`src/common/smh_pkg.sv`:
```
/*
  Shared constants for the message handler pair: message codes, field
  positions, synchronous negotiation limits and the APB register map.
  Assumes both ends and the sync evaluator import it.
*/
package smh_pkg;
  // Message codes
  localparam logic [7:0] MSG_CMD_DONE = 8'h00;
  localparam logic [7:0] MSG_EXTENDED = 8'h01;
  localparam logic [7:0] MSG_SAVE_DP = 8'h02;
  localparam logic [7:0] MSG_RESTORE = 8'h03;
  localparam logic [7:0] MSG_DISCONNECT = 8'h04;
  localparam logic [7:0] MSG_INIT_ERR = 8'h05;
  localparam logic [7:0] MSG_ABORT = 8'h06;
  localparam logic [7:0] MSG_REJECT = 8'h07;
  localparam logic [7:0] MSG_NOP = 8'h08;
  localparam logic [7:0] MSG_PARITY = 8'h09;
  localparam logic [7:0] MSG_LINKED = 8'h0a;
  localparam logic [7:0] MSG_LINKED_FLAG = 8'h0b;
  localparam logic [7:0] MSG_DEV_RESET = 8'h0c;
  localparam logic [7:0] MSG_SYNC_LEN = 8'h03;
  localparam logic [7:0] MSG_SYNC_CODE = 8'h01;
  localparam int SYNC_MSG_BYTES = 5;
  // Identify fields
  localparam int ID_BIT = 7;
  localparam int ID_DISC_BIT = 6;
  localparam int ID_LUN_W = 3;
  localparam logic [2:0] LUN_MAX = 3'h3;
  localparam int NUM_LUN = 4;
  localparam int NUM_HOST = 8;
  // Synchronous negotiation
  localparam int PERIOD_NS_PER_UNIT = 4;
  localparam int CLK_NS = 25;
  localparam logic [7:0] PERIOD_MIN = 8'h3e;
  localparam logic [7:0] PERIOD_TOO_SLOW = 8'h9d;
  localparam logic [7:0] OFFSET_ASYNC = 8'h00;
  localparam logic [7:0] OFFSET_UNLIM = 8'hff;
  localparam logic [7:0] OFFSET_MAX = 8'h08;
  // Host APB register map (byte addresses)
  localparam logic [7:0] REG_CTRL = 8'h00;
  localparam logic [7:0] REG_STATUS = 8'h04;
  localparam logic [7:0] REG_PTR = 8'h08;
  localparam logic [7:0] REG_SYNC = 8'h0c;
  // Host control bits
  localparam int CTL_SELECT = 0;
  localparam int CTL_DISC_OK = 1;
  localparam int CTL_PAR_ERR = 2;
  localparam int CTL_REJECT = 3;
  localparam int CTL_NEW_CMD = 4;
  localparam int CTL_SEND_ABORT = 5;
  localparam int CTL_SEND_RESET = 6;
  localparam int CTL_SEND_INITERR = 7;
  localparam int CTL_SEND_SYNC = 8;
  localparam int CTL_XFER = 9;
  localparam int CTL_LUN_LSB = 12;
  localparam int CTL_PER_LSB = 16;
  localparam int CTL_OFF_LSB = 24;
endpackage : smh_pkg

```
`src/common/smh_if.sv`:
```
/*
  Message link between the responding device and the host. Bytes move
  with a valid strobe; atn and selected model the host side conditions.
  Assumes a shared pclk and presetn provided by the bench.
*/
`timescale 1ns/1ps
interface smh_if (
  input wire logic pclk,
  input wire logic presetn
);
  logic [7:0] t2i_byte;
  logic t2i_valid;
  logic t2i_last;
  logic [7:0] i2t_byte;
  logic i2t_valid;
  logic i2t_last;
  logic atn;
  logic bus_free;
  logic selected;
  logic [7:0] sel_host;
  modport dev (
    input pclk, presetn, i2t_byte, i2t_valid, i2t_last, atn, selected, sel_host,
    output t2i_byte, t2i_valid, t2i_last, bus_free
  );
  modport host (
    input pclk, presetn, t2i_byte, t2i_valid, t2i_last, bus_free,
    output i2t_byte, i2t_valid, i2t_last, atn, selected, sel_host
  );
endinterface : smh_if

```
`src/logic/smh_device.sv`:
```
/*
  Responding device end of the message handler. Decodes host messages,
  tracks per-host transfer mode, sends completion and save pointer
  messages on command from the controller core, and negotiation on its own.
  Assumes host drives the link through smh_if.host in the pclk domain.
*/
// Design decisions made here: the state encoding and the core command strobe ports.
`timescale 1ns/1ps
module smh_device
  import smh_pkg::*;
(
  smh_if.dev link,
  input wire logic cmd_done,
  input wire logic cmd_linked,
  input wire logic cmd_flag,
  input wire logic cmd_disconnect,
  input wire logic cmd_save_dp,
  input wire logic cmd_reselect,
  input wire logic [1:0] reselect_lun,
  input wire logic [NUM_LUN-1:0] unit_ready,
  output logic [NUM_LUN-1:0] abort_unit,
  output logic clear_all,
  output logic [NUM_LUN-1:0] unit_attention,
  output logic lun_valid,
  output logic [1:0] cur_lun,
  output logic disc_granted,
  output logic sync_mode,
  output logic [7:0] sync_period,
  output logic [7:0] sync_offset
);
  typedef enum logic [2:0] {
    ST_IDLE = 3'b000,
    ST_RECV = 3'b001,
    ST_SEND = 3'b011,
    ST_FREE = 3'b010
  } smh_dst_t;

  typedef struct packed {
    smh_dst_t st;
    logic [2:0] ext_idx;
    logic [7:0] ext_per;
    logic [SYNC_MSG_BYTES-1:0][7:0] snd;
    logic [2:0] snd_cnt;
    logic [2:0] snd_idx;
    logic free_after;
    logic [NUM_HOST-1:0] host_sync;
    logic [7:0] host_idx;
    logic [NUM_LUN-1:0] abort;
    logic clear;
    logic [NUM_LUN-1:0] attn;
    logic lun_ok;
    logic [1:0] lun;
    logic disc;
    logic [7:0] per;
    logic [7:0] off;
    logic sync;
    logic [7:0] tx;
    logic tx_v;
    logic tx_last;
    logic bfree;
  } smh_dev_t;

  smh_dev_t s_q, s_d;
  logic [7:0] ev_period, ev_offset;
  logic ev_sync;

  smh_sync_eval u_eval (
    .req_period(s_q.ext_per),
    .req_offset(link.i2t_byte),
    .rsp_period(ev_period),
    .rsp_offset(ev_offset),
    .sync_on(ev_sync)
  );

  // Queue a single-byte message for sending
  function automatic smh_dev_t queue1(input smh_dev_t x, input logic [7:0] b, input logic fr);
    smh_dev_t y;
    y = x;
    y.snd[0] = b;
    y.snd_cnt = 3'd1;
    y.snd_idx = 3'd0;
    y.free_after = fr;
    y.st = ST_SEND;
    return y;
  endfunction : queue1

  function automatic smh_dev_t queue_sync(input smh_dev_t x, input logic [7:0] p,
                                          input logic [7:0] o);
    smh_dev_t y;
    y = x;
    y.snd[0] = MSG_EXTENDED;
    y.snd[1] = MSG_SYNC_LEN;
    y.snd[2] = MSG_SYNC_CODE;
    y.snd[3] = p;
    y.snd[4] = o;
    y.snd_cnt = 3'(SYNC_MSG_BYTES);
    y.snd_idx = 3'd0;
    y.free_after = 1'b0;
    y.st = ST_SEND;
    return y;
  endfunction : queue_sync

  // Next-state logic for the whole device end
  always_comb begin
    s_d = s_q;
    s_d.tx_v = 1'b0;
    s_d.tx_last = 1'b0;
    s_d.abort = '0;
    s_d.clear = 1'b0;
    s_d.bfree = 1'b0;
    case (s_q.st)
      ST_IDLE: begin
        if (link.selected) begin
          s_d.host_idx = link.sel_host;
          s_d.lun_ok = 1'b0;
          s_d.st = ST_RECV;
          // Identify rides with the selection strobe; dropping it loses the unit
          if (link.i2t_valid && link.i2t_byte[ID_BIT]) begin
            s_d.lun_ok = (link.i2t_byte[ID_LUN_W-1:0] <= LUN_MAX);
            s_d.lun = link.i2t_byte[1:0];
            s_d.disc = link.i2t_byte[ID_DISC_BIT];
          end
          // Async host gets an offer on every selection
          if (!s_q.host_sync[link.sel_host[2:0]]) begin
            s_d = queue_sync(s_d, PERIOD_MIN, OFFSET_MAX);
          end
        end else if (cmd_reselect) begin
          s_d.lun = reselect_lun;
          s_d.lun_ok = 1'b1;
          s_d = queue1(s_d, {1'b1, 4'h0, 1'b0, reselect_lun}, 1'b0);
        end
      end
      ST_RECV: begin
        if (link.i2t_valid && s_q.ext_idx != 3'd0) begin
          // Walk the extended message body
          s_d.ext_idx = s_q.ext_idx + 3'd1;
          if (s_q.ext_idx == 3'd3) begin
            s_d.ext_per = link.i2t_byte;
          end
          if (s_q.ext_idx == 3'd4) begin
            s_d.ext_idx = 3'd0;
            s_d.per = ev_period;
            s_d.off = ev_offset;
            s_d.sync = ev_sync;
            s_d.host_sync[s_q.host_idx[2:0]] = ev_sync;
            s_d = queue_sync(s_d, ev_period, ev_offset);
          end
        end else if (link.i2t_valid && link.i2t_byte[ID_BIT]) begin
          s_d.lun_ok = (link.i2t_byte[ID_LUN_W-1:0] <= LUN_MAX);
          s_d.lun = link.i2t_byte[1:0];
          s_d.disc = link.i2t_byte[ID_DISC_BIT];
          if (link.i2t_byte[ID_LUN_W-1:0] > LUN_MAX) begin
            s_d = queue1(s_d, MSG_REJECT, 1'b0);
          end
        end else if (link.i2t_valid) begin
          case (link.i2t_byte)
            MSG_EXTENDED: s_d.ext_idx = 3'd1;
            MSG_NOP, MSG_REJECT, MSG_PARITY: begin end
            MSG_INIT_ERR: s_d = queue1(s_d, MSG_RESTORE, 1'b0);
            MSG_ABORT: begin
              if (s_q.lun_ok) begin
                s_d.abort[s_q.lun] = 1'b1;
              end
              s_d.st = ST_FREE;
            end
            MSG_DEV_RESET: begin
              s_d.clear = 1'b1;
              s_d.host_sync = '0;
              s_d.sync = 1'b0;
              s_d.per = '0;
              s_d.off = OFFSET_ASYNC;
              s_d.attn = unit_ready;
              s_d.st = ST_FREE;
            end
            default: s_d = queue1(s_d, MSG_REJECT, 1'b0);
          endcase
        end else if (cmd_done) begin
          if (cmd_linked) begin
            s_d = queue1(s_d, cmd_flag ? MSG_LINKED_FLAG : MSG_LINKED, 1'b0);
          end else begin
            s_d = queue1(s_d, MSG_CMD_DONE, 1'b1);
          end
        end else if (cmd_disconnect && s_q.disc) begin
          s_d = queue1(s_d, MSG_DISCONNECT, 1'b1);
        end else if (cmd_save_dp) begin
          s_d = queue1(s_d, MSG_SAVE_DP, 1'b0);
        end
      end
      ST_SEND: begin
        s_d.tx = s_q.snd[s_q.snd_idx];
        s_d.tx_v = 1'b1;
        s_d.tx_last = (s_q.snd_idx == s_q.snd_cnt - 3'd1);
        s_d.snd_idx = s_q.snd_idx + 3'd1;
        if (s_q.snd_idx == s_q.snd_cnt - 3'd1) begin
          s_d.st = s_q.free_after ? ST_FREE : ST_RECV;
        end
      end
      ST_FREE: begin
        s_d.bfree = 1'b1;
        s_d.lun_ok = 1'b0;
        s_d.ext_idx = 3'd0;
        s_d.st = ST_IDLE;
      end
      default: s_d.st = ST_IDLE;
    endcase
  end

  // State register
  always_ff @(posedge link.pclk or negedge link.presetn) begin
    if (!link.presetn) begin
      s_q <= '0;
    end else begin
      s_q <= s_d;
    end
  end

  // Outputs straight from the state
  assign link.t2i_byte = s_q.tx;
  assign link.t2i_valid = s_q.tx_v;
  assign link.t2i_last = s_q.tx_last;
  assign link.bus_free = s_q.bfree;
  assign abort_unit = s_q.abort;
  assign clear_all = s_q.clear;
  assign unit_attention = s_q.attn;
  assign lun_valid = s_q.lun_ok;
  assign cur_lun = s_q.lun;
  assign disc_granted = s_q.disc;
  assign sync_mode = s_q.sync;
  assign sync_period = s_q.per;
  assign sync_offset = s_q.off;
endmodule : smh_device

```
`src/logic/smh_sync_eval.sv`:
```
/*
  Evaluates a received synchronous request and forms the reply fields.
  Pure combinational; assumes the caller registers the outputs.
*/
`timescale 1ns/1ps
module smh_sync_eval
  import smh_pkg::*;
(
  input wire logic [7:0] req_period,
  input wire logic [7:0] req_offset,
  output logic [7:0] rsp_period,
  output logic [7:0] rsp_offset,
  output logic sync_on
);
  // Clamp offset and period to what this end can handle
  always_comb begin
    rsp_period = (req_period < PERIOD_MIN) ? PERIOD_MIN : req_period;
    rsp_offset = (req_offset > OFFSET_MAX) ? OFFSET_MAX : req_offset;
    if (req_period >= PERIOD_TOO_SLOW) begin
      rsp_offset = OFFSET_ASYNC;
    end
    sync_on = (rsp_offset != OFFSET_ASYNC);
  end
endmodule : smh_sync_eval

```
`src/flat_wrapper.sv`:
```
// flat-port wrapper written by rule: the top's interface ports become plain ports
module smh_device_flat import smh_pkg::*;
  (cmd_done, cmd_linked, cmd_flag, cmd_disconnect, cmd_save_dp, cmd_reselect, reselect_lun, unit_ready, abort_unit, clear_all, unit_attention, lun_valid, cur_lun, disc_granted, sync_mode, sync_period, sync_offset, pclk, presetn, link_i2t_byte, link_i2t_valid, link_i2t_last, link_atn, link_selected, link_sel_host, link_t2i_byte, link_t2i_valid, link_t2i_last, link_bus_free);
  smh_if link_i (.pclk(pclk), .presetn(presetn));
  input wire logic cmd_done;
  input wire logic cmd_linked;
  input wire logic cmd_flag;
  input wire logic cmd_disconnect;
  input wire logic cmd_save_dp;
  input wire logic cmd_reselect;
  input wire logic [1:0] reselect_lun;
  input wire logic [NUM_LUN-1:0] unit_ready;
  output logic [NUM_LUN-1:0] abort_unit;
  output logic clear_all;
  output logic [NUM_LUN-1:0] unit_attention;
  output logic lun_valid;
  output logic [1:0] cur_lun;
  output logic disc_granted;
  output logic sync_mode;
  output logic [7:0] sync_period;
  output logic [7:0] sync_offset;
  input wire logic pclk;
  input wire logic presetn;
  input wire logic [$bits(link_i.i2t_byte)-1:0] link_i2t_byte;
  input wire logic [$bits(link_i.i2t_valid)-1:0] link_i2t_valid;
  input wire logic [$bits(link_i.i2t_last)-1:0] link_i2t_last;
  input wire logic [$bits(link_i.atn)-1:0] link_atn;
  input wire logic [$bits(link_i.selected)-1:0] link_selected;
  input wire logic [$bits(link_i.sel_host)-1:0] link_sel_host;
  output wire logic [$bits(link_i.t2i_byte)-1:0] link_t2i_byte;
  output wire logic [$bits(link_i.t2i_valid)-1:0] link_t2i_valid;
  output wire logic [$bits(link_i.t2i_last)-1:0] link_t2i_last;
  output wire logic [$bits(link_i.bus_free)-1:0] link_bus_free;
  assign link_i.i2t_byte = link_i2t_byte;
  assign link_i.i2t_valid = link_i2t_valid;
  assign link_i.i2t_last = link_i2t_last;
  assign link_i.atn = link_atn;
  assign link_i.selected = link_selected;
  assign link_i.sel_host = link_sel_host;
  assign link_t2i_byte = link_i.t2i_byte;
  assign link_t2i_valid = link_i.t2i_valid;
  assign link_t2i_last = link_i.t2i_last;
  assign link_bus_free = link_i.bus_free;
  smh_device u_core (.link(link_i), .cmd_done(cmd_done), .cmd_linked(cmd_linked), .cmd_flag(cmd_flag), .cmd_disconnect(cmd_disconnect), .cmd_save_dp(cmd_save_dp), .cmd_reselect(cmd_reselect), .reselect_lun(reselect_lun), .unit_ready(unit_ready), .abort_unit(abort_unit), .clear_all(clear_all), .unit_attention(unit_attention), .lun_valid(lun_valid), .cur_lun(cur_lun), .disc_granted(disc_granted), .sync_mode(sync_mode), .sync_period(sync_period), .sync_offset(sync_offset));
endmodule
```
`config.mk`:
```
export PLATFORM = sky130hd
export DESIGN_NAME = smh_device_flat
export DESIGN_NICKNAME = d
export VERILOG_FILES = /design/src/common/smh_pkg.sv /design/src/common/smh_if.sv /design/src/logic/smh_device.sv /design/src/logic/smh_sync_eval.sv /design/src/flat_wrapper.sv
export SDC_FILE = /design/constraint.sdc
export NUM_CORES = 1
export LEC_CHECK = 0
export ABC_CLOCK_PERIOD_IN_PS = 3900
export BUFFER_PORTS_ARGS = -buffer_cell sky130_fd_sc_hd__buf_4
export CAP_MARGIN = 15
export CORE_ASPECT_RATIO = 0.7
export CORE_MARGIN = 2
export CORE_UTILIZATION = 60
export CTS_CLUSTER_DIAMETER = 60
export CTS_CLUSTER_SIZE = 8
export DETAILED_ROUTE_END_ITERATION = 12
export GPL_TIMING_DRIVEN = 0
export PLACE_DENSITY = 0.88
export SYNTH_ARGS = -nofsm -noshare
export SYNTH_HDL_FRONTEND = slang
export SYNTH_SLANG_ARGS = --single-unit
```
`constraint.sdc`:
```
create_clock -name pclk -period 3.9 [get_ports pclk]
set_input_delay 0.585 -clock pclk [delete_from_list [all_inputs] [get_ports pclk]]
set_output_delay 0.585 -clock pclk [all_outputs]
set_load 0.02 [all_outputs]
```
==> results of run 1 <==
-- area by class of cell --
| type | instances | area share, % |
|---|---|---|
| sequential | 93 | 40.35 |
| inverter | 11 | 0.7158 |
| clock buffer | 9 | 3.905 |
| clock inverter | 7 | 1.171 |
| timing repair buffer | 65 | 8.807 |
| buffer | 58 | 6.139 |
| tap | 101 | 2.191 |
| multi-input combinational | 317 | 36.72 |
-- worst min path at each step --
stage                          startpoint                       end  cells after the start
floorplan                         presetn      u_core.abort_unit[0]                      0
CTS                         unit_ready[0]  u_core.unit_attention[0]                      2
finish                            presetn     u_core.sync_offset[7]                      1
global route                      presetn     u_core.sync_offset[6]                      1
detailed placement  u_core.sync_period[6]     u_core.sync_period[6]                      1
global placement    u_core.sync_period[6]     u_core.sync_period[6]                      1
-- worst max-delay path: cells and delay by family, from the launching register on --
kind / cells / cell delay (ns)
buffers and inverters: 4 / 0.91
AO/OA/AOI/OAI: 1 / 0.76
flip-flops: 1 / 0.43
AND/OR/NAND/NOR: 3 / 0.40
multiplexers: 1 / 0.31
adder cells (fa/ha/maj): 1 / 0.15
-- routing by layer --
layer	track usage (%)	vias to the layer above	routed length, µm
li1	-	1799	-
met1	36.32	1927	4860
met2	42.50	192	5418
met3	9.237	20	952
met4	8.395	0	198
met5	0	-	0
-- power groups by stage --
| stage | clock [mW] | combinational [mW] | sequential (mW) |
|---|---|---|---|
| CTS | 0.868 | 1.55 | 1.33 |
| detailed placement | 0 | 1.53 | 1.35 |
| global route | 0.913 | 1.70 | 1.36 |
| finish | 0.855 | 1.56 | 1.33 |
| global placement | 0 | 1.48 | 1.33 |
| floorplan | 0 | 1.08 | 1.34 |
-- sequential cells by signal, indices dropped and copies added, names as in the netlist --
name	count
u_core.disc_granted	1
u_core.link.t2i_last	1
u_core.unit_attention	4
u_core.link.t2i_byte	8
u_core.sync_mode	1
u_core.clear_all	1
u_core.sync_period	8
u_core.sync_offset	8
u_core.cur_lun	2
u_core.link.t2i_valid	1
u_core.lun_valid	1
u_core.s_q	52
u_core.abort_unit	4
u_core.link.bus_free	1
-- cell families (layout without fill, tap and decap cells) --
group,count (synthesis),in the layout,synth area share (%)
XOR/XNOR,1,1,0.1810
AO/OA/AOI/OAI,106,106,13.70
multiplexers,45,45,11.40
flip-flops,93,93,48.07
buffers and inverters,69,150,8.167
adder cells (fa/ha/maj),10,10,2.585
AND/OR/NAND/NOR,155,155,15.90
-- stage by stage --
step	std cells	setup WS (ns)	hold WS (ns)
after floorplan	479	1.362	0.2894
after global placement	644	1.030	0.4592
after detailed placement	644	0.9511	0.4667
after CTS	660	0.9303	0.4431
after global routing	661	0.6376	0.1530
final	661	0.8158	0.1424
-- placed cells by master, fill, tap and decap left out, types with 3 or more instances in the layout --
master       n
buf_4      100
dfrtp_1     93
nand2_1     45
nor2_1      37
o21ai_0     24
mux2_1      22
a21oi_1     22
clkbuf_1    20
o21ai_1     16
nand2b_1    13
mux2_2      12
inv_1       11
a21o_1      10
ha_1        10
and2_1       9
clkbuf_16    9
nor2b_1      8
nor3_1       8
nand3_1      7
or3_1        7
a31oi_1      7
and3_1       6
a22oi_1      6
mux2_4       6
nor4_1       3
a211oi_1     3
==> reports/qor.yml, run 1 <==
critical_path:
  path_common_cell: "clkbuf_1"
  r2r_setup_slack_ns: 0.82
  crit_required_ns: 4.14
  worstPathArrival_ns: 3.32
  cp-start-kind: "register"
  crit_fanout: 10
  critical_path.slowest_cell: "a2111oi_0"
  endpoint_kind: "register"
  cp-endpoint: "u_core.s_q[66]"
  r2r-end: "u_core.s_q[66]"
  rr_worst_depth: 10
  path_class: "reg2reg"
  cp_slowest_stage_delay_ns: 0.76
  rr_startpoint: "u_core.s_q[116]"
  crit_start: "u_core.s_q[116]"
  path_cells: "inv_1 > ha_1 > clkbuf_1 > nand3_1 > clkbuf_1 > a2111oi_0 > nor2_1 > or4b_1 > buf_4 > mux2_4"
layout:
  drive_gt1_share_pct: 25.36
  regArea_um2: 2327
  fillCellCount: 561
  antenna_cells: 0
  fin_area_um2: 5768
  syn_to_final_growth_pct: 19.15
  multi_input_area_um2: 2118
  nNetsFinal: 599
  final_core_util_pct: 73.60
min_path:
  hold_path.class: "in2async"
logic_synthesis:
  synth_edf_count: 0
  yosysSeqAreaShare_pct: 48.07
  synth_area_leaders: "dfrtp_1, buf_4, mux2_1"
  ys_ff_latch: 93
  synthFlopType: "dfrtp_1"
  synth_common_cells: "dfrtp_1, nand2_1, nor2_1, buf_4, o21ai_0"
  avgSynthCellArea_um2: 10.11
  synth.most_common_cell: "dfrtp_1"
  yosysWarnings: 0
  yosysUniqueCellTypes: 56
  syn_area_um2: 4841
  async_reset_ff_share_pct: 100.0
  synth_top_area_cell: "dfrtp_1"
  synthCells: 479
  syn_nets: 523
  yosysTopAreaCellShare_pct: 48.07
clock_network:
  tritoncts.num_buffers: 9
  clk_path_buf_depth: 2
  insertion_delay_ns: 0.35
  hold_buffers: 0
  root_buffer: "clkbuf_16"
  cts_tree: "yes"
  clock-sinks: 93
  clkTransAtPathRegs_ns: 0.07
  cts_setup_buffers: 0
  h-tree-depth: 3
  cts-resized-gates: 0
timing:
  hold_violations: 0
  grt_setup_unrepaired: "false"
  finalClockSkew_ns: 0.004587
  fmax_mhz: 324.2
  slew_headroom_pct: 43.74
  setup_tns_ns: 0
  worst_pin_slew_ns: 0.8226
  drv_slew: 0
  finalSetupViolCount: 0
  timing.final.crit_share_pct: 79.08
  fin_crit_ns: 3.084
run_status:
  status: "finished, final reports clean"
route:
  drc: 0
  drt_wl_total_mm: 11.43
  drt_iter0_drc: 300
  vias: 3938
  vias_per_cell: 5.958
  postRouteAntennaNets: 0
  dr.pass1.iters: 5
  wire_per_inst_um: 17.29
floorplanning:
  die_area_um2: 8814
  rows: 27
  design.core.area_um2: 7838
  io_pins: 75
  die_height_um: 79.15
  die_x_um: 111.4
  start_util_pct: 61.77
power_and_ir_drop:
  combPwrFrac_pct: 41.6
  p_int_mw: 2.342
  powerDensity_nw_per_um2: 649.8
  vdd_drop_max_uv: 490.6
  p_seq_share_pct: 35.5
  pwr-share-clk_pct: 22.8
  fin_total_pwr_mw: 3.748
  leakage_nw: 2.877
  switchingPower_mw: 1.406
  switching_share_pct: 37.51
placement:
  place.gp.congestion: 0.9203
  hpwl_mm: 8.307
  port_buffers: 64
  placed_area_um2: 5448
grt:
  globalRouteOverflowTotal: 0
  grt_pass1_wl_mm: 18.66
  grt_max_degree: 94
  grt_pass1_vias: 3808
  grt.total_usage_pct: 27.17
  antenna_found_initial: 0
run:
  maxCapViolations: 0
Power figures use the tool's default switching activity.
==> inputs of run 2 (changes only) <==
- ABC_CLOCK_PERIOD_IN_PS: 3900 -> 2800
- CORE_UTILIZATION: 60 -> 51
- PLACE_DENSITY: 0.88 -> 0.8
- clock period: 3.9 -> 2.8 ns (I/O delays scaled with it)
==> run 2 against run 1 <==
  * Highest routed layer unchanged
  * Cell count is 3.5% higher
  * Register-to-register slack worse by 0.73 ns
  * Largest power group unchanged
  * Clock-buffer cell count up 1
  * Utilization decreased by 9.8 points
  * Largest cell class unchanged
  * Clock power is 50% higher
  * Cell area rose by 1.1%
==> reports/qor.yml, run 2 (synthesis results as in run 1) <==
run_status:
  status: "finished, final reports clean"
layout:
  syn_to_final_growth_pct: 20.50
  nNetsFinal: 599  # unchanged
  drive_gt1_share_pct: 25.89  # +0.54 points
  final_cell_mix: "buf_4, dfrtp_1, nand2_1, nor2_1, o21ai_0"
  multi_input_area_um2: 2130  # +0.53%
  regArea_um2: 2327  # unchanged
  largest_register: "u_core.s_q"
  antenna_cells: 0  # unchanged
  fin_cells: 684  # +3.5%
  final_core_util_pct: 63.79  # -9.8 points
  fillCellCount: 778  # +39%
  mostFrequentLayoutCell: "buf_4"
  largest_reg_flops: 52  # unchanged
  fin_area_um2: 5833  # +1.1%
timing:
  fin_hold_ws_ns: 0.05237  # -0.09000 ns
  fin_crit_ns: 2.718  # -0.3664 ns
  timing.final.crit_share_pct: 97.06  # +18 points
  finalSetupViolCount: 0  # unchanged
  grt_setup_unrepaired: "false"
  setup_tns_ns: 0  # unchanged
  worst_pin_slew_ns: 0.6887  # -0.1339 ns
  drv_slew: 0  # unchanged
  slew_headroom_pct: 53.78  # +10 points
  fmax_mhz: 367.9  # +13%
  finalClockSkew_ns: 0.006045  # +0.001457 ns
  setup_ws_ns: 0.08223  # -0.7336 ns
  hold_violations: 0  # unchanged
placement:
  placed_area_um2: 5477  # +0.53%
  post-place-ws_ns: -0.1310  # -1.082 ns
  place.gp.congestion: 0.8799  # -4.4%
  hpwl_mm: 8.175  # -1.6%
  port_buffers: 64  # unchanged
  place_inst: 667  # +3.6%
critical_path:
  path_class: "reg2reg"
  crit_required_ns: 3.03  # -1.11 ns
  crit_fanout: 10  # unchanged
  worstPathArrival_ns: 2.95  # -0.37 ns
  endpoint_kind: "register"
  cp-start-kind: "register"
route:
  met1Wirelength_mm: 5.190  # +6.8%
  drc: 0  # unchanged
  maxUsedRoutingLayer: "met4"
  vias_per_cell: 5.610  # -5.8%
  routed-wl-met3_um: 762  # -20%
  postRouteAntennaNets: 0  # unchanged
  wl_met2_mm: 5.180  # -4.4%
  wire_per_inst_um: 16.49  # -4.6%
  dr.pass1.iters: 4  # -1
  drt_wl_total_mm: 11.28  # -1.3%
  vias: 3837  # -2.6%
  drt_iter0_drc: 318  # +6.0%
grt:
  grt_pass1_wl_mm: 18.51  # -0.81%
  antenna_found_initial: 0  # unchanged
  grt.total_usage_pct: 23.14  # -4.0 points
  grt_pass1_vias: 3693  # -3.0%
  grt_max_degree: 94  # unchanged
  globalRouteOverflowTotal: 0  # unchanged
min_path:
  hold_path.class: "in2async"
power_and_ir_drop:
  fin_total_pwr_mw: 5.308  # +42%
  vdd_drop_max_uv: 511.0  # +4.2%
  leakage_nw: 2.890  # +0.45%
  powerDensity_nw_per_um2: 910.0  # +40%
clock_network:
  clock-sinks: 93  # unchanged
  h-tree-depth: 3  # unchanged
  insertion_delay_ns: 0.35  # about the same
  clkTransAtPathRegs_ns: 0.07  # about the same
  tritoncts.num_buffers: 9  # unchanged
  cts_tree: "yes"
  root_buffer: "clkbuf_16"
  clk_path_buf_depth: 2  # unchanged
floorplanning:
  design.core.area_um2: 9144  # +17%
  io_pins: 75  # unchanged
  die_area_um2: 10300  # +17%
  die_x_um: 120.4  # +8.2%
  die_height_um: 85.52  # +8.0%
  start_util_pct: 52.94  # -8.8 points
  rows: 29  # +7.4%
run:
  maxCapViolations: 0  # unchanged
run 2: per-layer routing:
metal	global-route usage, %	up-vias
met5	0	-
met4	5.074	0
met3	5.918	13
met2	36.31	146
met1	32.85	1883
li1	-	1795
run 2: worst paths after layout:
kind | from | endpoint | slack (ns) | cells after the start
setup reg to reg | u_core.s_q[116] | u_core.s_q[116] | 0.08 | 8
hold reg to reg | u_core.sync_period[1] | u_core.sync_period[1] | 0.48 | 2
min in group pclk | unit_ready[1] | u_core.unit_attention[1] | 0.28 | 2
max in group asynchronous | presetn | u_core.s_q[57] | 2.11 | 2
setup / recovery | u_core.s_q[116] | u_core.s_q[116] | 0.08 | 8
hold / removal | presetn | u_core.sync_offset[7] | 0.05 | 1
run 2: worst max-delay path, stage by stage (launching register included):
cell and delay [ns]:
dfrtp_1 0.43, inv_1 0.11, ha_1 0.41, nand3_1 0.15, or4_1 0.50, o211ai_1 0.33
buf_4 0.19, or3_1 0.15, mux2_1 0.33
run 2: report_power, final:
group / internal [mW] / switching (mW) / total [mW]
registers: 1.65 / 0.203 / 1.85
clock network: 0.732 / 0.553 / 1.28
logic: 0.999 / 1.17 / 2.17
total: 3.38 / 1.93 / 5.31
run 2: final cells by class:
| class | count | area share [%] |
|---|---|---|
| plain buffers | 57 | 6.006 |
| clock buffers | 10 | 4.097 |
| clock inverters | 6 | 1.287 |
| inverters | 11 | 0.7079 |
| multi-input cells | 317 | 36.51 |
| flip-flops and latches | 93 | 39.90 |
| well taps | 124 | 2.660 |
| repair buffers | 66 | 8.837 |
run 2: what timing repair did:
action                     in CTS  in global routing
setup endpoints to repair       8                  8
pin swaps                       0                  1
resized for setup               1                  2
hold buffers                    0                  0
buffers inserted                0                  1
